===== src/common/gom_cfg.svh =====
// Purpose: constants for the pin output source multiplexer
// Assumes: included by its bare name
// Notes:   codes, offsets, field positions and reset values
`ifndef GOM_CFG_SVH
`define GOM_CFG_SVH

`define GOM_NUM_PINS        7
`define GOM_NUM_PORTS       2
`define GOM_GPIO_PER_PORT   4
// source group codes
`define GOM_SRC_PORT0       3'h0
`define GOM_SRC_PORT1       3'h1
`define GOM_SRC_DEVICE      3'h4
`define GOM_SRC_CSITX       3'h5
// device status function codes
`define GOM_DEV_VALUE       3'h0
`define GOM_DEV_LOCK_OR     3'h1
`define GOM_DEV_LOCK_AND    3'h2
`define GOM_DEV_PASS_AND    3'h3
`define GOM_DEV_FSYNC       3'h4
`define GOM_DEV_IRQ_HI      3'h5
`define GOM_DEV_IRQ_LO      3'h6
// transmit port function codes
`define GOM_TX_PASS_AND     3'h0
`define GOM_TX_PASS_OR      3'h1
`define GOM_TX_FV           3'h2
`define GOM_TX_LV           3'h3
`define GOM_TX_SYNC         3'h4
`define GOM_TX_IRQ          3'h5
// receive port function codes 4..7
`define GOM_RX_LOCK         3'h4
`define GOM_RX_PASS         3'h5
`define GOM_RX_FV           3'h6
`define GOM_RX_LV           3'h7
// register map, byte addresses
`define GOM_ADDR_PIN0       8'h00
`define GOM_ADDR_PORTCFG    8'h20
`define GOM_ADDR_STATUS     8'h24
`define GOM_ADDR_LAST_PIN   8'h18
// pin control word fields
`define GOM_F_EN            0
`define GOM_F_VAL           1
`define GOM_F_FUNC_LO       4
`define GOM_F_SRC_LO        8
// port config word fields
`define GOM_F_PORTEN_LO     0
`define GOM_F_TXSEL_LO      4
`define GOM_F_CNT_LO        8
`define GOM_F_DVP_LO        16
// reset values
`define GOM_PIN_RESET       32'h0000_0000
`define GOM_PORTCFG_RESET   32'h0000_0003
// bus responses
`define GOM_RESP_OKAY       2'h0
`define GOM_RESP_SLVERR     2'h2
// forward channel frames per refresh
`define GOM_FRAMES_1        3'h1
`define GOM_FRAMES_2        3'h2
`define GOM_FRAMES_34       3'h5

`endif


===== src/common/gom_pkg.sv =====
// Purpose: types for the pin output source multiplexer
// Assumes: nothing
// Notes:   one control word per pin
package gom_pkg;
   // one pin's output configuration
   typedef struct packed {
      logic [2:0] srcGroup;   // pin_source_group
      logic [2:0] funcCode;   // pin_function_code
      logic       outValue;   // pin_output_value
      logic       outEnable;  // pin_output_enable
   } gom_pin_cfg_t;

   // per receive port status
   typedef struct packed {
      logic lock;
      logic pass;
      logic frameValid;
      logic lineValid;
   } gom_rx_stat_t;
endpackage


===== src/rtl/gom_output_mux.sv =====
// Purpose: seven pin output multiplexer with forward channel gpio refresh
// Assumes: link-side inputs asynchronous, synchronised here; one clock
// Notes:   registers over axi4-lite, pins as three signals each
//
// The implementer's own choices: the register addresses and the AXI4-Lite slave port.
`include "gom_cfg.svh"
`timescale 1ns/10ps
`default_nettype none

module gom_output_mux #(
   parameter int NPINS  = `GOM_NUM_PINS,
   parameter int NPORTS = `GOM_NUM_PORTS
) (
   input  wire logic                     clk,
   input  wire logic                     sys_rst,
   // axi4-lite slave
   input  wire logic [7:0]               s_axi_awaddr,
   input  wire logic                     s_axi_awvalid,
   output logic                          s_axi_awready,
   input  wire logic [31:0]              s_axi_wdata,
   input  wire logic [3:0]               s_axi_wstrb,
   input  wire logic                     s_axi_wvalid,
   output logic                          s_axi_wready,
   output logic [1:0]                    s_axi_bresp,
   output logic                          s_axi_bvalid,
   input  wire logic                     s_axi_bready,
   input  wire logic [7:0]               s_axi_araddr,
   input  wire logic                     s_axi_arvalid,
   output logic                          s_axi_arready,
   output logic [31:0]                   s_axi_rdata,
   output logic [1:0]                    s_axi_rresp,
   output logic                          s_axi_rvalid,
   input  wire logic                     s_axi_rready,
   // link and device side status, asynchronous
   input  wire logic [NPORTS*4-1:0]      remoteGpio,
   input  wire logic [NPORTS-1:0]        fwdFrameTick,
   input  wire logic [NPORTS*4-1:0]      rxStatus,
   input  wire logic                     frameSynchronization,
   input  wire logic                     deviceIrq,
   input  wire logic                     txIrq,
   input  wire logic                     txFrameValid,
   input  wire logic                     txLineValid,
   input  wire logic                     rxPortsSynced,
   // pins
   input  wire logic [NPINS-1:0]         gpioIn,
   output logic      [NPINS-1:0]         gpioOut,
   output logic      [NPINS-1:0]         gpioOe
);

   localparam int NSYNC = NPORTS*4 + NPORTS*4 + NPORTS + 5;

   // control words, one per pin
   gom_pkg::gom_pin_cfg_t pinCfg_q [NPINS];
   logic [NPORTS-1:0]  portEn_q;        // enabled receive ports
   logic [NPORTS-1:0]  txSel_q;         // ports feeding the tx pass
   logic [2*NPORTS-1:0] fcCount_q;      // linked_remote_input_count, 2b/port
   logic [NPORTS-1:0]  dvpMode_q;       // port serializer in parallel video mode

   // two-flop synchroniser, first stage read only by the second
   logic [NSYNC-1:0] meta_q;
   logic [NSYNC-1:0] sync_q;
   always_ff @(posedge clk)
   begin
      if (sys_rst)
      begin
         meta_q <= '0;
         sync_q <= '0;
      end
      else
      begin
         meta_q <= {remoteGpio, rxStatus, fwdFrameTick, frameSynchronization, deviceIrq,
                    txIrq, txFrameValid, txLineValid};
         sync_q <= meta_q;
      end
   end

   logic [NPORTS*4-1:0] gpioS;
   logic [NPORTS*4-1:0] statS;
   logic [NPORTS-1:0]   tickS;
   logic fsyncS, devIrqS, txIrqS, fvS, lvS;
   assign {gpioS, statS, tickS, fsyncS, devIrqS, txIrqS, fvS, lvS} = sync_q;

   // rx-ports-synced goes through its own pair; kept separate for clarity
   logic syncM_q;
   logic syncS_q;
   always_ff @(posedge clk)
   begin
      if (sys_rst)
      begin
         syncM_q <= 1'b0;
         syncS_q <= 1'b0;
      end
      else
      begin
         syncM_q <= rxPortsSynced;
         syncS_q <= syncM_q;
      end
   end

   // frames per refresh from the linked count (0->1, 1->2, 2/3->5)
   function automatic logic [2:0] framesPer(input logic [1:0] cnt);
      unique case (cnt)
         2'h0:    framesPer = `GOM_FRAMES_1;
         2'h1:    framesPer = `GOM_FRAMES_2;
         default: framesPer = `GOM_FRAMES_34;
      endcase
   endfunction

   // frame tick edge detect on the synchronised tick
   logic [NPORTS-1:0] tickD_q;
   always_ff @(posedge clk)
   begin
      if (sys_rst)
         tickD_q <= '0;
      else
         tickD_q <= tickS;
   end

   // refresh counters and held remote values per port
   logic [2:0]          frameCnt_q [NPORTS];
   logic [NPORTS*4-1:0] heldGpio_q;
   always_ff @(posedge clk)
   begin
      if (sys_rst)
      begin
         heldGpio_q <= '0;
         for (int p = 0; p < NPORTS; p++)
            frameCnt_q[p] <= 3'h0;
      end
      else
      begin
         for (int p = 0; p < NPORTS; p++)
         begin
            if (dvpMode_q[p])
            begin
               // parallel video serializers carry no remote inputs
               heldGpio_q[p*4 +: 4] <= 4'h0;
               frameCnt_q[p] <= 3'h0;
            end
            else if (tickS[p] && !tickD_q[p])
            begin
               // sample once per refresh period; latency fixed, jitter is the period
               if (frameCnt_q[p] + 3'h1 >= framesPer(fcCount_q[p*2 +: 2]))
               begin
                  frameCnt_q[p] <= 3'h0;
                  for (int g = 0; g < 4; g++)
                     // values beyond the linked count stay low
                     heldGpio_q[p*4+g] <= (g <= int'(fcCount_q[p*2 +: 2])) ? gpioS[p*4+g] : 1'b0;
               end
               else
                  frameCnt_q[p] <= frameCnt_q[p] + 3'h1;
            end
         end
      end
   end

   // aggregate status terms
   logic lockOr, lockAnd, passAnd, txPassAnd, txPassOr;
   always_comb
   begin
      lockOr    = 1'b0;
      lockAnd   = 1'b1;
      passAnd   = 1'b1;
      txPassAnd = 1'b1;
      txPassOr  = 1'b0;
      for (int p = 0; p < NPORTS; p++)
      begin
         if (portEn_q[p])
         begin
            lockOr  = lockOr  | statS[p*4+3];
            lockAnd = lockAnd & statS[p*4+3];
            passAnd = passAnd & statS[p*4+2];
         end
         if (txSel_q[p])
         begin
            txPassAnd = txPassAnd & statS[p*4+2];
            txPassOr  = txPassOr  | statS[p*4+2];
         end
      end
   end

   // per-pin source selection
   function automatic logic pick(input gom_pkg::gom_pin_cfg_t c);
      logic [2:0] port;
      port = c.srcGroup;
      pick = 1'b0;
      unique case (c.srcGroup)
         `GOM_SRC_PORT0, `GOM_SRC_PORT1:
            // any remote value from any port to any pin
            if (!c.funcCode[2])
               pick = heldGpio_q[port[0]*4 + c.funcCode[1:0]];
            else
               pick = statS[port[0]*4 + 3 - c.funcCode[1:0]];
         `GOM_SRC_DEVICE:
            unique case (c.funcCode)
               `GOM_DEV_VALUE:    pick = c.outValue;
               `GOM_DEV_LOCK_OR:  pick = lockOr;
               `GOM_DEV_LOCK_AND: pick = lockAnd;
               `GOM_DEV_PASS_AND: pick = passAnd;
               `GOM_DEV_FSYNC:    pick = fsyncS;
               `GOM_DEV_IRQ_HI:   pick = devIrqS;
               `GOM_DEV_IRQ_LO:   pick = !devIrqS;
               default:           pick = 1'b0;
            endcase
         `GOM_SRC_CSITX:
            unique case (c.funcCode)
               `GOM_TX_PASS_AND: pick = txPassAnd;
               `GOM_TX_PASS_OR:  pick = txPassOr;
               `GOM_TX_FV:       pick = fvS;
               `GOM_TX_LV:       pick = lvS;
               `GOM_TX_SYNC:     pick = syncS_q;
               `GOM_TX_IRQ:      pick = txIrqS;
               default:          pick = 1'b0;
            endcase
         default: pick = 1'b0;
      endcase
   endfunction

   // pin drivers, registered so the outputs come from flops
   always_ff @(posedge clk)
   begin
      if (sys_rst)
      begin
         gpioOut <= '0;
         gpioOe  <= '0;
      end
      else
      begin
         for (int i = 0; i < NPINS; i++)
         begin
            gpioOe[i]  <= pinCfg_q[i].outEnable;
            gpioOut[i] <= pinCfg_q[i].outEnable & pick(pinCfg_q[i]);
         end
      end
   end

   // axi4-lite write: take address and data in either order
   logic       awHeld_q, wHeld_q;
   logic [7:0] awAddr_q;
   logic [31:0] wData_q;
   logic [3:0] wStrb_q;
   always_ff @(posedge clk)
   begin
      if (sys_rst)
      begin
         awHeld_q <= 1'b0;
         wHeld_q  <= 1'b0;
         awAddr_q <= 8'h00;
         wData_q  <= 32'h0000_0000;
         wStrb_q  <= 4'h0;
      end
      else if (awHeld_q && wHeld_q)
      begin
         // commit cycle, both released
         awHeld_q <= 1'b0;
         wHeld_q  <= 1'b0;
      end
      else
      begin
         if (s_axi_awvalid && s_axi_awready)
         begin
            awHeld_q <= 1'b1;
            awAddr_q <= s_axi_awaddr;
         end
         if (s_axi_wvalid && s_axi_wready)
         begin
            wHeld_q <= 1'b1;
            wData_q <= s_axi_wdata;
            wStrb_q <= s_axi_wstrb;
         end
      end
   end

   // ready only while slot empty and no response pending
   always_ff @(posedge clk)
   begin
      if (sys_rst)
      begin
         s_axi_awready <= 1'b0;
         s_axi_wready  <= 1'b0;
      end
      else
      begin
         s_axi_awready <= !awHeld_q && !(s_axi_awvalid && s_axi_awready) && !s_axi_bvalid
                          && !(awHeld_q && wHeld_q);
         s_axi_wready  <= !wHeld_q && !(s_axi_wvalid && s_axi_wready) && !s_axi_bvalid
                          && !(awHeld_q && wHeld_q);
      end
   end

   logic wrHit;
   assign wrHit = (awAddr_q <= `GOM_ADDR_LAST_PIN && awAddr_q[1:0] == 2'h0)
                  || awAddr_q == `GOM_ADDR_PORTCFG;

   // register writes, low byte lanes only matter
   always_ff @(posedge clk)
   begin
      if (sys_rst)
      begin
         for (int i = 0; i < NPINS; i++)
            pinCfg_q[i] <= gom_pkg::gom_pin_cfg_t'(`GOM_PIN_RESET);
         {dvpMode_q, fcCount_q, txSel_q} <= '0;
         portEn_q <= NPORTS'(`GOM_PORTCFG_RESET);
      end
      else if (awHeld_q && wHeld_q)
      begin
         if (awAddr_q == `GOM_ADDR_PORTCFG)
         begin
            if (wStrb_q[0])
            begin
               portEn_q <= wData_q[`GOM_F_PORTEN_LO +: NPORTS];
               txSel_q  <= wData_q[`GOM_F_TXSEL_LO +: NPORTS];
            end
            if (wStrb_q[1])
               fcCount_q <= wData_q[`GOM_F_CNT_LO +: 2*NPORTS];
            if (wStrb_q[2])
               dvpMode_q <= wData_q[`GOM_F_DVP_LO +: NPORTS];
         end
         else if (wrHit)
         begin
            for (int i = 0; i < NPINS; i++)
               if (awAddr_q[4:2] == 3'(i))
               begin
                  if (wStrb_q[0])
                  begin
                     pinCfg_q[i].outEnable <= wData_q[`GOM_F_EN];
                     pinCfg_q[i].outValue  <= wData_q[`GOM_F_VAL];
                     pinCfg_q[i].funcCode  <= wData_q[`GOM_F_FUNC_LO +: 3];
                  end
                  if (wStrb_q[1])
                     pinCfg_q[i].srcGroup <= wData_q[`GOM_F_SRC_LO +: 3];
               end
         end
      end
   end

   // write response, one cycle after commit
   always_ff @(posedge clk)
   begin
      if (sys_rst)
      begin
         s_axi_bvalid <= 1'b0;
         s_axi_bresp  <= `GOM_RESP_OKAY;
      end
      else if (awHeld_q && wHeld_q)
      begin
         s_axi_bvalid <= 1'b1;
         s_axi_bresp  <= wrHit ? `GOM_RESP_OKAY : `GOM_RESP_SLVERR;
      end
      else if (s_axi_bready)
         s_axi_bvalid <= 1'b0;
   end

   // read channel, answer one cycle after address taken
   function automatic logic [31:0] readWord(input logic [7:0] a);
      readWord = 32'h0000_0000;
      for (int i = 0; i < NPINS; i++)
         if (a == 8'(i*4))
            readWord = {16'h0000, 5'h00, pinCfg_q[i].srcGroup, 1'b0, pinCfg_q[i].funcCode,
                        2'h0, pinCfg_q[i].outValue, pinCfg_q[i].outEnable};
      if (a == `GOM_ADDR_PORTCFG)
         readWord = {14'h0000, dvpMode_q, 4'h0, fcCount_q, 2'h0, txSel_q, 2'h0, portEn_q};
      if (a == `GOM_ADDR_STATUS)
         readWord = {9'h000, gpioOut, heldGpio_q, statS};
   endfunction

   always_ff @(posedge clk)
   begin
      if (sys_rst)
      begin
         s_axi_arready <= 1'b0;
         s_axi_rvalid  <= 1'b0;
         s_axi_rdata   <= 32'h0000_0000;
         s_axi_rresp   <= `GOM_RESP_OKAY;
      end
      else
      begin
         s_axi_arready <= !s_axi_rvalid && !(s_axi_arvalid && s_axi_arready);
         if (s_axi_arvalid && s_axi_arready)
         begin
            s_axi_rvalid <= 1'b1;
            s_axi_rdata  <= readWord(s_axi_araddr);
            s_axi_rresp  <= ((s_axi_araddr <= `GOM_ADDR_LAST_PIN && s_axi_araddr[1:0] == 2'h0)
                            || s_axi_araddr == `GOM_ADDR_PORTCFG || s_axi_araddr == `GOM_ADDR_STATUS)
                            ? `GOM_RESP_OKAY : `GOM_RESP_SLVERR;
         end
         else if (s_axi_rready)
            s_axi_rvalid <= 1'b0;
      end
   end

   // checks
   a_pin_disabled_low: assert property (@(posedge clk) disable iff (sys_rst)
      !pinCfg_q[0].outEnable |=> !gpioOut[0] && !gpioOe[0])
      else $error("disabled pin driven");
   a_reserved_group_low: assert property (@(posedge clk) disable iff (sys_rst)
      pinCfg_q[0].outEnable && pinCfg_q[0].srcGroup == 3'h2 |=> !gpioOut[0])
      else $error("reserved group not low");
   a_value_follows: assert property (@(posedge clk) disable iff (sys_rst)
      pinCfg_q[1].outEnable && pinCfg_q[1].srcGroup == `GOM_SRC_DEVICE
      && pinCfg_q[1].funcCode == `GOM_DEV_VALUE |=> gpioOut[1] == $past(pinCfg_q[1].outValue))
      else $error("programmed value not driven");
   a_irq_low_inverts: assert property (@(posedge clk) disable iff (sys_rst)
      pinCfg_q[2].outEnable && pinCfg_q[2].srcGroup == `GOM_SRC_DEVICE
      && pinCfg_q[2].funcCode == `GOM_DEV_IRQ_LO |=> gpioOut[2] == !$past(devIrqS))
      else $error("inverted irq wrong");
   a_fsync_on_pin: assert property (@(posedge clk) disable iff (sys_rst)
      pinCfg_q[3].outEnable && pinCfg_q[3].srcGroup == `GOM_SRC_DEVICE
      && pinCfg_q[3].funcCode == `GOM_DEV_FSYNC |=> gpioOut[3] == $past(fsyncS))
      else $error("frame sync not driven");
   a_dvp_refused: assert property (@(posedge clk) disable iff (sys_rst)
      dvpMode_q[0] |=> heldGpio_q[3:0] == 4'h0)
      else $error("dvp port value accepted");
   a_count_bounded: assert property (@(posedge clk) disable iff (sys_rst)
      frameCnt_q[0] < `GOM_FRAMES_34)
      else $error("refresh counter overrun");
   a_bresp_after_commit: assert property (@(posedge clk) disable iff (sys_rst)
      awHeld_q && wHeld_q |=> s_axi_bvalid)
      else $error("write response missing");
   a_rvalid_after_ar: assert property (@(posedge clk) disable iff (sys_rst)
      s_axi_arvalid && s_axi_arready |=> s_axi_rvalid)
      else $error("read data missing");

endmodule // gom_output_mux

`default_nettype wire


===== config.mk =====
export PLATFORM = sky130hd
export DESIGN_NAME = gom_output_mux
export DESIGN_NICKNAME = d
export VERILOG_FILES = /design/src/common/gom_pkg.sv /design/src/rtl/gom_output_mux.sv
export VERILOG_INCLUDE_DIRS = /design/src /design/src/common
export SDC_FILE = /design/constraint.sdc
export NUM_CORES = 1
export LEC_CHECK = 0
export ABC_CLOCK_PERIOD_IN_PS = 4500
export BUFFER_PORTS_ARGS = -buffer_cell sky130_fd_sc_hd__buf_2
export CAP_MARGIN = 10
export CORE_ASPECT_RATIO = 1.75
export CORE_UTILIZATION = 64
export CTS_BUF_LIST = sky130_fd_sc_hd__clkbuf_2 sky130_fd_sc_hd__clkbuf_4 sky130_fd_sc_hd__clkbuf_8
export CTS_CLUSTER_SIZE = 8
export DETAILED_ROUTE_END_ITERATION = 12
export PLACE_DENSITY = 0.88
export SYNTH_ARGS = -nofsm -noshare
export SYNTH_HDL_FRONTEND = slang
export SYNTH_SLANG_ARGS = --single-unit
export TNS_END_PERCENT = 20

===== constraint.sdc =====
create_clock -name clk -period 4.5 [get_ports clk]
set_input_delay 0.9 -clock clk [delete_from_list [all_inputs] [get_ports clk]]
set_output_delay 0.9 -clock clk [all_outputs]
set_load 0.05 [all_outputs]

==> qor.csv, run 1 <==
metric;value;unit
ys_warn_count;0;
grt_overflow;0;
final_core_util;0.713;
layout_setup_ws;1380;ps
via_count;7943;
netlist_area;9750;um2
relSlewSlack;0.335;
synth_edf_count;62;
port_buffers;104;
grt_first_pass_wirelength;40.3;mm
drt-total-wl;25.5;mm
cp.arrival;3420;ps
hold_class;reg -> reg;
pre_cts_ws;1440;ps
design_area;10600;um2
die_h;165;um
endpoint_kind;flop;
drive_gt1_frac;0.200;
drc;0;
dpl_cell_area;10200;um2
fmax;0.321;GHz
slowest_delay;810;ps
viasPerCell;6.53;
clock-sinks;198;
worst_slew_pin_slew;998;ps
postCtsSetupRepairBufs;0;
clk_path_buf_depth;2;
dpl.hpwl;18.2;mm
grt_pass1_vias;7641;
dieArea;15800;um2
rsz0062_at_grt;false;
p_leak;4.02;nW
maxCapViolations;0;
status;finished clean;
finalPower;3.53;mW
antenna_cells;0;
die_x;95.3;um
synthArstFlopShare;0;
ant_nets;0;
fin_skew;15.9;ps
start_util;0.654;
numCtsBuffers;17;
cp_slowest_cell;a22oi_1;
grt_max_degree;106;
rows;59;
maxSlewViolCount;0;
syn_area_per_cell;10.2;um2
synth.distinct_cells;58;
synth_seq_cells;198;
drtIter0Drc;1034;
cts_tree;yes;
dr.pass1.iters;6;
crit_path_start_kind;flop;
critPathRequiredTime;4800;ps
core;14900;um2
cts_resized;0;
period_share;0.693;
htreeDepth;4;
setup_tns;0;ps
path_cells;inv_1 -> a22oi_1 -> mux4_2 -> a21oi_1 -> nor4_1;
vdd.ir_drop.worst;0.000280;V
clk_pin_slew;110;ps
antenna_found_initial;0;
nFillCells;1098;
period_minus_slack;3120;ps
clkLatencyLatePin;480;ps
synthFlopType;dfxtp_1;
final_cell_mix;136 x dfxtp_1, 120 x nor2_1, 103 x buf_2, 71 x nor2b_1, 65 x nand2_1;
layout_commonest_cell;dfxtp_1;
clockRootBuffer;clkbuf_8;
ctsHoldBuffers;0;
path_class;reg -> reg;
cp_max_fo;11;
final_hold_viol_count;0;
yosysSeqAreaShare;0.470;
syn_inst;958;
area.growth.synth_to_final;9.11;%
post_drt_wl_per_cell;21.0;um
setup_viol;0;
p_per_area;332;nW/um2
grtUsageTotal;0.350;
place_congestion;1.01;
io_pins;145;
final_nets;1119;
-- stage by stage --
stage / std cells / hold WS [ps]
2_1_floorplan: 968 / 414
3_3_place_gp: 1185 / 420
3_5_place_dp: 1185 / 423
4_1_cts: 1217 / 435
5_1_grt: 1217 / 434
6_report: 1217 / 433
-- sequential cells by signal (all words and copies together) (netlist names), 8 cells and up --
register and flops:
pinCfg_q 56, wData_q 11, meta_q 23, heldGpio_q 8
sync_q 23, awAddr_q 8, s_axi_rdata 23
-- cell type report --
class                      count  area [um2]  area share
multi-input combinational    667        4750       0.446
sequential                   198        4580       0.431
timing repair buffer         105         531      0.0499
clock buffer                  18         241      0.0227
tap                          183         229      0.0215
clock inverter                14         186      0.0175
inverter                      32         120      0.0113
-- synthesized netlist by cell type, types with 3 or more instances --
| cell | n | share of area |
|---|---|---|
| a311oi_1 | 6 | 0.0054 |
| o21a_1 | 4 | 0.0031 |
| nor4b_1 | 3 | 0.0027 |
| o2111ai_1 | 4 | 0.0036 |
| o21bai_1 | 3 | 0.0023 |
| clkbuf_1 | 43 | 0.017 |
| buf_4 | 12 | 0.0092 |
| o21ai_0 | 30 | 0.015 |
| a21oi_1 | 51 | 0.026 |
| and3_1 | 4 | 0.0026 |
| nand2_1 | 65 | 0.025 |
| buf_1 | 6 | 0.0023 |
| nand2b_1 | 36 | 0.023 |
| a22o_1 | 6 | 0.0054 |
| nand3_1 | 21 | 0.011 |
| buf_2 | 7 | 0.0036 |
| o311ai_0 | 5 | 0.0045 |
| a22oi_1 | 27 | 0.021 |
| a31oi_1 | 7 | 0.0045 |
| dfxtp_1 | 136 | 0.28 |
| a2111oi_0 | 4 | 0.0036 |
| edfxtp_1 | 62 | 0.19 |
| and2_1 | 3 | 0.0019 |
| nand3b_1 | 11 | 0.0085 |
| a221oi_1 | 4 | 0.0036 |
| mux2i_1 | 33 | 0.034 |
| o22ai_1 | 8 | 0.0051 |
| nor2b_1 | 71 | 0.046 |
| nor4_1 | 3 | 0.0019 |
| or2_2 | 3 | 0.0019 |
| or3_1 | 9 | 0.0058 |
| o31ai_1 | 6 | 0.0046 |
| nor3_1 | 11 | 0.0056 |
| mux4_2 | 43 | 0.099 |
| mux2_2 | 14 | 0.016 |
| inv_1 | 32 | 0.012 |
| a211oi_1 | 7 | 0.0054 |
| nor2_1 | 120 | 0.046 |
| ha_1 | 8 | 0.010 |
| nor4_2 | 5 | 0.0064 |
-- critical path, delay by kind of cell, from the launching register on --
kind | cells | cell delay, ps
multiplexers | 1 | 430
buffers and inverters | 1 | 90
flip-flops | 1 | 730
AO/OA/AOI/OAI | 2 | 890
AND/OR/NAND/NOR | 1 | 800
-- report_power, final --
| part | internal (mW) | leakage [nW] | switching, mW |
|---|---|---|---|
| clock network | 0.529 | 0.217 | 0.676 |
| logic | 0.135 | 2.05 | 0.205 |
| registers | 1.90 | 1.75 | 0.0847 |
-- per-layer routing --
metal  track usage  wire length (um)  vias to the layer above
li1              -                 -                     3562
met1         0.392              8400                     3654
met2         0.576             12600                      556
met3        0.0847              2520                      171
met4         0.243              2010                        0
met5             0                 0                        -
-- cell families (layout without fill, tap and decap cells) --
| group | count (synthesis) | count (layout) | share of synthesized area |
|---|---|---|---|
| AOI/OAI and AO/OA | 181 | 181 | 0.121 |
| other | 1 | 11 | 0.000385 |
| adders and majority gates | 8 | 8 | 0.0103 |
| muxes | 90 | 90 | 0.149 |
| buffers and inverters | 103 | 169 | 0.0468 |
| DFF | 198 | 198 | 0.470 |
| and+or+nand+nor | 375 | 375 | 0.200 |
| xor gates and xnor gates | 2 | 2 | 0.00180 |
-- final timing paths --
check | from | end | slack, ps | depth (start not counted)
worst max register to register | sync_q[13] | gpioOut[1] | 1380 | 5
worst max-delay path | sync_q[13] | gpioOut[1] | 1380 | 5
worst min register to register | meta_q[17] | sync_q[17] | 430 | 1
worst min-delay path | meta_q[17] | sync_q[17] | 430 | 1
(Power assumes the default switching activity.)
==> run 2: changes to the inputs <==
ABC_CLOCK_PERIOD_IN_PS = 2850   (was 4500)
CORE_UTILIZATION = 54   (was 64)
PLACE_DENSITY = 0.79   (was 0.88)
clock period = 2.85 ns   (was 4.5 ns; I/O delays follow)
==> qor.csv, run 2 (synthesis results as in run 1) <==
metric;value;unit
status;finished clean;
port_buffers;104;
clk_pin_slew;120;ps
grt_first_pass_wirelength;40.7;mm
critPathRequiredTime;3290;ps
post_drt_wl_per_cell;20.1;um
slowest_delay;680;ps
setup_tns;0;ps
place_congestion;1.00;
layout_setup_ws;331;ps
grt_pass1_vias;7663;
path_cells;inv_1 -> a22oi_1 -> buf_4 -> mux4_2 -> a21oi_1 -> nor4_1 -> buf_4;
clockRootBuffer;clkbuf_8;
drtIter0Drc;585;
cp_slowest_cell;dfxtp_1;
period_minus_slack;2520;ps
crit_path_start_kind;flop;
p_per_area;509;nW/um2
final_nets;1148;
drt-total-wl;26.0;mm
ant_nets;0;
globalRoute.busiestLayer;met2;
ctsHoldBuffers;0;
dieArea;18600;um2
die_h;180;um
p_leak;4.16;nW
htreeDepth;4;
vdd.ir_drop.worst;0.000365;V
maxCapViolations;0;
drc;0;
path_class;reg -> reg;
largest_register_ffs;56;
postCtsSetupRepairBufs;0;
antenna_found_initial;0;
grt_use_met2;0.485;
cp.arrival;2960;ps
seq_area;4580;um2
cts_tree;yes;
reg2reg_depth;7;
fmax;0.397;GHz
final_cell_mix;136 x dfxtp_1, 120 x nor2_1, 103 x buf_2, 71 x nor2b_1, 65 x nand2_1;
drive_gt1_frac;0.222;
maxSlewViolCount;0;
whs_path_depth;2;
pre_cts_ws;362;ps
hold_end;meta_q[20];
clk_path_buf_depth;2;
r2r_start;sync_q[14];
final_hold_viol_count;0;
timing.rr.end;gpioOut[1];
layout_commonest_cell;dfxtp_1;
grtUsageTotal;0.286;
critical_path.most_common_cell;buf_4;
core;17600;um2
fin_skew;26.0;ps
hold_class;in -> reg;
use_met1;0.313;
multi_input_area;4750;um2
relSlewSlack;0.411;
start_util;0.553;
grt_max_degree;82;
clock-sinks;198;
nFillCells;1496;
worst_slew_pin_slew;881;ps
cts_resized;0;
period_share;0.884;
antenna_cells;0;
regMostFlops;pinCfg_q;
hold_start;remoteGpio[5];
critical_path_buf_inv_count;3;
viasPerCell;6.15;
endpoint_kind;flop;
clkLatencyLatePin;490;ps
setup_viol;0;
use_met3;0.0453;
regToRegSetupSlack;330;ps
area.growth.synth_to_final;11.9;%
dr.pass1.iters;7;
rows;64;
numCtsBuffers;17;
die_x;104;um
crit_family;flip-flops;
io_pins;145;
grt_overflow;0;
rsz0062_at_grt;false;
via_count;7956;
cp_max_fo;10;
dpl.hpwl;19.4;mm
## run 2: report_power, final
part	leakage (nW)	internal [mW]	total, mW	switching [mW]
clock	0.208	0.697	1.87	1.17
sequential	1.75	3.00	3.13	0.125
combinational	2.20	0.229	0.563	0.334
total	4.16	3.93	5.56	1.63
## run 2: worst max path at each step
stage	from	to	slack (ps)	cells past startpoint
3_5_place_dp	s_axi_araddr[4]	s_axi_rdata[8]	360	7
5_1_grt	awAddr_q[7]	pinCfg_q[5][3]	290	5
3_3_place_gp	s_axi_araddr[4]	s_axi_rdata[8]	430	7
2_1_floorplan	s_axi_araddr[4]	s_axi_rdata[0]	740	7
6_report	sync_q[14]	gpioOut[1]	330	7
4_1_cts	awAddr_q[7]	pinCfg_q[5][3]	410	5
## run 2: area by class of cell
cell class,count,area share
multi-input cells,667,0.435
flip-flops and latches,198,0.420
repair buffers,134,0.0686
well taps,231,0.0265
clock buffers,17,0.0214
clock inverters,15,0.0172
inverters,32,0.0110
## run 2: through the flow
stage          utilization  total power, mW  area, um2  std cells  hold WS [ps]
5_1_grt              0.619             5.75      10900       1294           276
3_3_place_gp         0.595             3.73      10500       1262           421
2_1_floorplan            -             3.57       9790        968           414
4_1_cts              0.619             5.59      10900       1294           266
3_5_place_dp         0.595             3.74      10500       1262           426
6_report             0.619             5.56      10900       1294           291
## run 2: worst reg2reg max path, delay by kind of cell (launching register included)
| family | cells | cell delay [ps] |
|---|---|---|
| flip-flops | 1 | 680 |
| AND/OR/NAND/NOR | 1 | 430 |
| AO/OA/AOI/OAI | 2 | 600 |
| multiplexers | 1 | 240 |
| buffers and inverters | 3 | 540 |
## run 2: metal layers
| metal | routed length [um] | part of all wire |
|---|---|---|
| met4 | 2310 | 0.089 |
| met5 | 0 | 0 |
| met2 | 12700 | 0.49 |
| met3 | 1890 | 0.072 |
| met1 | 9150 | 0.35 |
==> run 3: changes to the inputs <==
CORE_UTILIZATION = 52   (was 54)
CTS_BUF_LIST = sky130_fd_sc_hd__clkbuf_16   (was sky130_fd_sc_hd__clkbuf_2 sky130_fd_sc_hd__clkbuf_4 sky130_fd_sc_hd__clkbuf_8)
PLACE_DENSITY = 0.77   (was 0.79)
==> qor.csv, run 3 (synthesis results as in run 1) <==
metric;value;unit
path_class;reg -> reg;
via_count;7778;
grtUsageTotal;0.275;
post_drt_wl_per_cell;20.0;um
area.growth.synth_to_final;13.6;%
maxSlewViolCount;0;
final_cell_mix;136 x dfxtp_1, 120 x nor2_1, 103 x buf_2, 71 x nor2b_1, 65 x nand2_1;
hold_start;remoteGpio[5];
setup_tns;0;ps
antenna_cells;0;
p_leak;4.23;nW
numCtsBuffers;17;
cp.arrival;2950;ps
ctsHoldBuffers;0;
antenna_found_initial;0;
timing.rr.end;gpioOut[0];
dr.pass1.iters;5;
worst_slew_pin_slew;919;ps
cp_max_fo;11;
layout_commonest_cell;dfxtp_1;
layout_setup_ws;298;ps
place_congestion;0.958;
vdd.ir_drop.worst;0.000358;V
slowest_delay;720;ps
period_minus_slack;2550;ps
whs_path_depth;2;
final_hold_viol_count;0;
final_cells;1292;
hold_end;meta_q[20];
reg2reg_depth;6;
die_h;183;um
start_util;0.535;
clock-sinks;198;
cts_resized;0;
grt_first_pass_wirelength;39.8;mm
clk_pin_slew;80;ps
grt_max_degree;76;
io_pins;145;
fin_skew;14.5;ps
postCtsSetupRepairBufs;0;
viasPerCell;6.02;
design_area;11100;um2
place_inst;1260;
clkLatencyLatePin;450;ps
cts_tree;yes;
drtIter0Drc;714;
grt_overflow;0;
die_x;106;um
rsz0062_at_grt;false;
p_per_area;555;nW/um2
relSlewSlack;0.386;
final_core_util;0.608;
dieArea;19300;um2
drc;0;
hold_class;in -> reg;
regToRegSetupSlack;300;ps
htreeDepth;4;
maxCapViolations;0;
status;finished clean;
port_buffers;104;
fmax;0.392;GHz
crit_path_start_kind;flop;
clockRootBuffer;clkbuf_16;
clk_path_buf_depth;2;
grt_pass1_vias;7476;
holdWs;325;ps
drt-total-wl;25.8;mm
final_nets;1143;
pre_cts_ws;415;ps
regMostFlops;pinCfg_q;
path_cells;nand2b_1 -> a21oi_1 -> nor4b_1 -> o31ai_1 -> a211oi_1 -> buf_4;
endpoint_kind;flop;
setup_viol;0;
largest_register_ffs;56;
finalPower;6.15;mW
ant_nets;0;
period_share;0.896;
r2r_start;sync_q[13];
critPathRequiredTime;3250;ps
drive_gt1_frac;0.218;
dpl_cell_area;10500;um2
dpl.hpwl;19.1;mm
rows;65;
cp_slowest_cell;dfxtp_1;
core;18200;um2
==> run 3: cell count changes in the layout (fill, tap and decap cells not counted), sizes merged <==
cell      previous run  this run
clkinvlp             1         0
clkinv               4         5
buf                134       129
clkbuf              17        18
inv                 42        41
==> run 3: cell type report <==
class                   instances  area (um2)
flip-flops and latches        198        4580
clock buffers                  18         450
fillers                      1544        7150
inverters                      32         120
repair buffers                129         711
multi-input cells             667        4750
well taps                     234         293
clock inverters                14         166
==> run 3: routing by layer <==
metal / vias to the layer above / global-route usage / part of all wire
met3: 122 / 0.0462 / 0.065
met4: 0 / 0.202 / 0.077
met2: 429 / 0.475 / 0.50
met1: 3624 / 0.302 / 0.36
met5: - / 0 / 0
li1: 3603 / - / -
==> run 3: critical path: cells and delay by family, from the launching register on <==
| family | cells | cell delay, ps |
|---|---|---|
| AO/OA/AOI/OAI | 3 | 510 |
| AND/OR/NAND/NOR | 2 | 1080 |
| flip-flops | 1 | 720 |
| buffers and inverters | 1 | 180 |
==> run 3: worst max path at each step <==
stage,cells past startpoint,endpoint,startpoint
after global routing,6,gpioOut[0],sync_q[13]
after floorplan,7,s_axi_rdata[0],s_axi_araddr[4]
after global placement,7,s_axi_rdata[9],s_axi_araddr[7]
after detailed placement,7,s_axi_rdata[8],s_axi_araddr[4]
final,6,gpioOut[0],sync_q[13]
after CTS,5,pinCfg_q[1][0],awAddr_q[7]
==> run 3: where the power goes <==
| group | leakage, nW | switching, mW | total (mW) | internal, mW |
|---|---|---|---|---|
| clock | 0.303 | 1.22 | 2.46 | 1.25 |
| sequential | 1.75 | 0.127 | 3.13 | 3.00 |
| combinational | 2.18 | 0.331 | 0.558 | 0.226 |
| total | 4.23 | 1.68 | 6.15 | 4.47 |
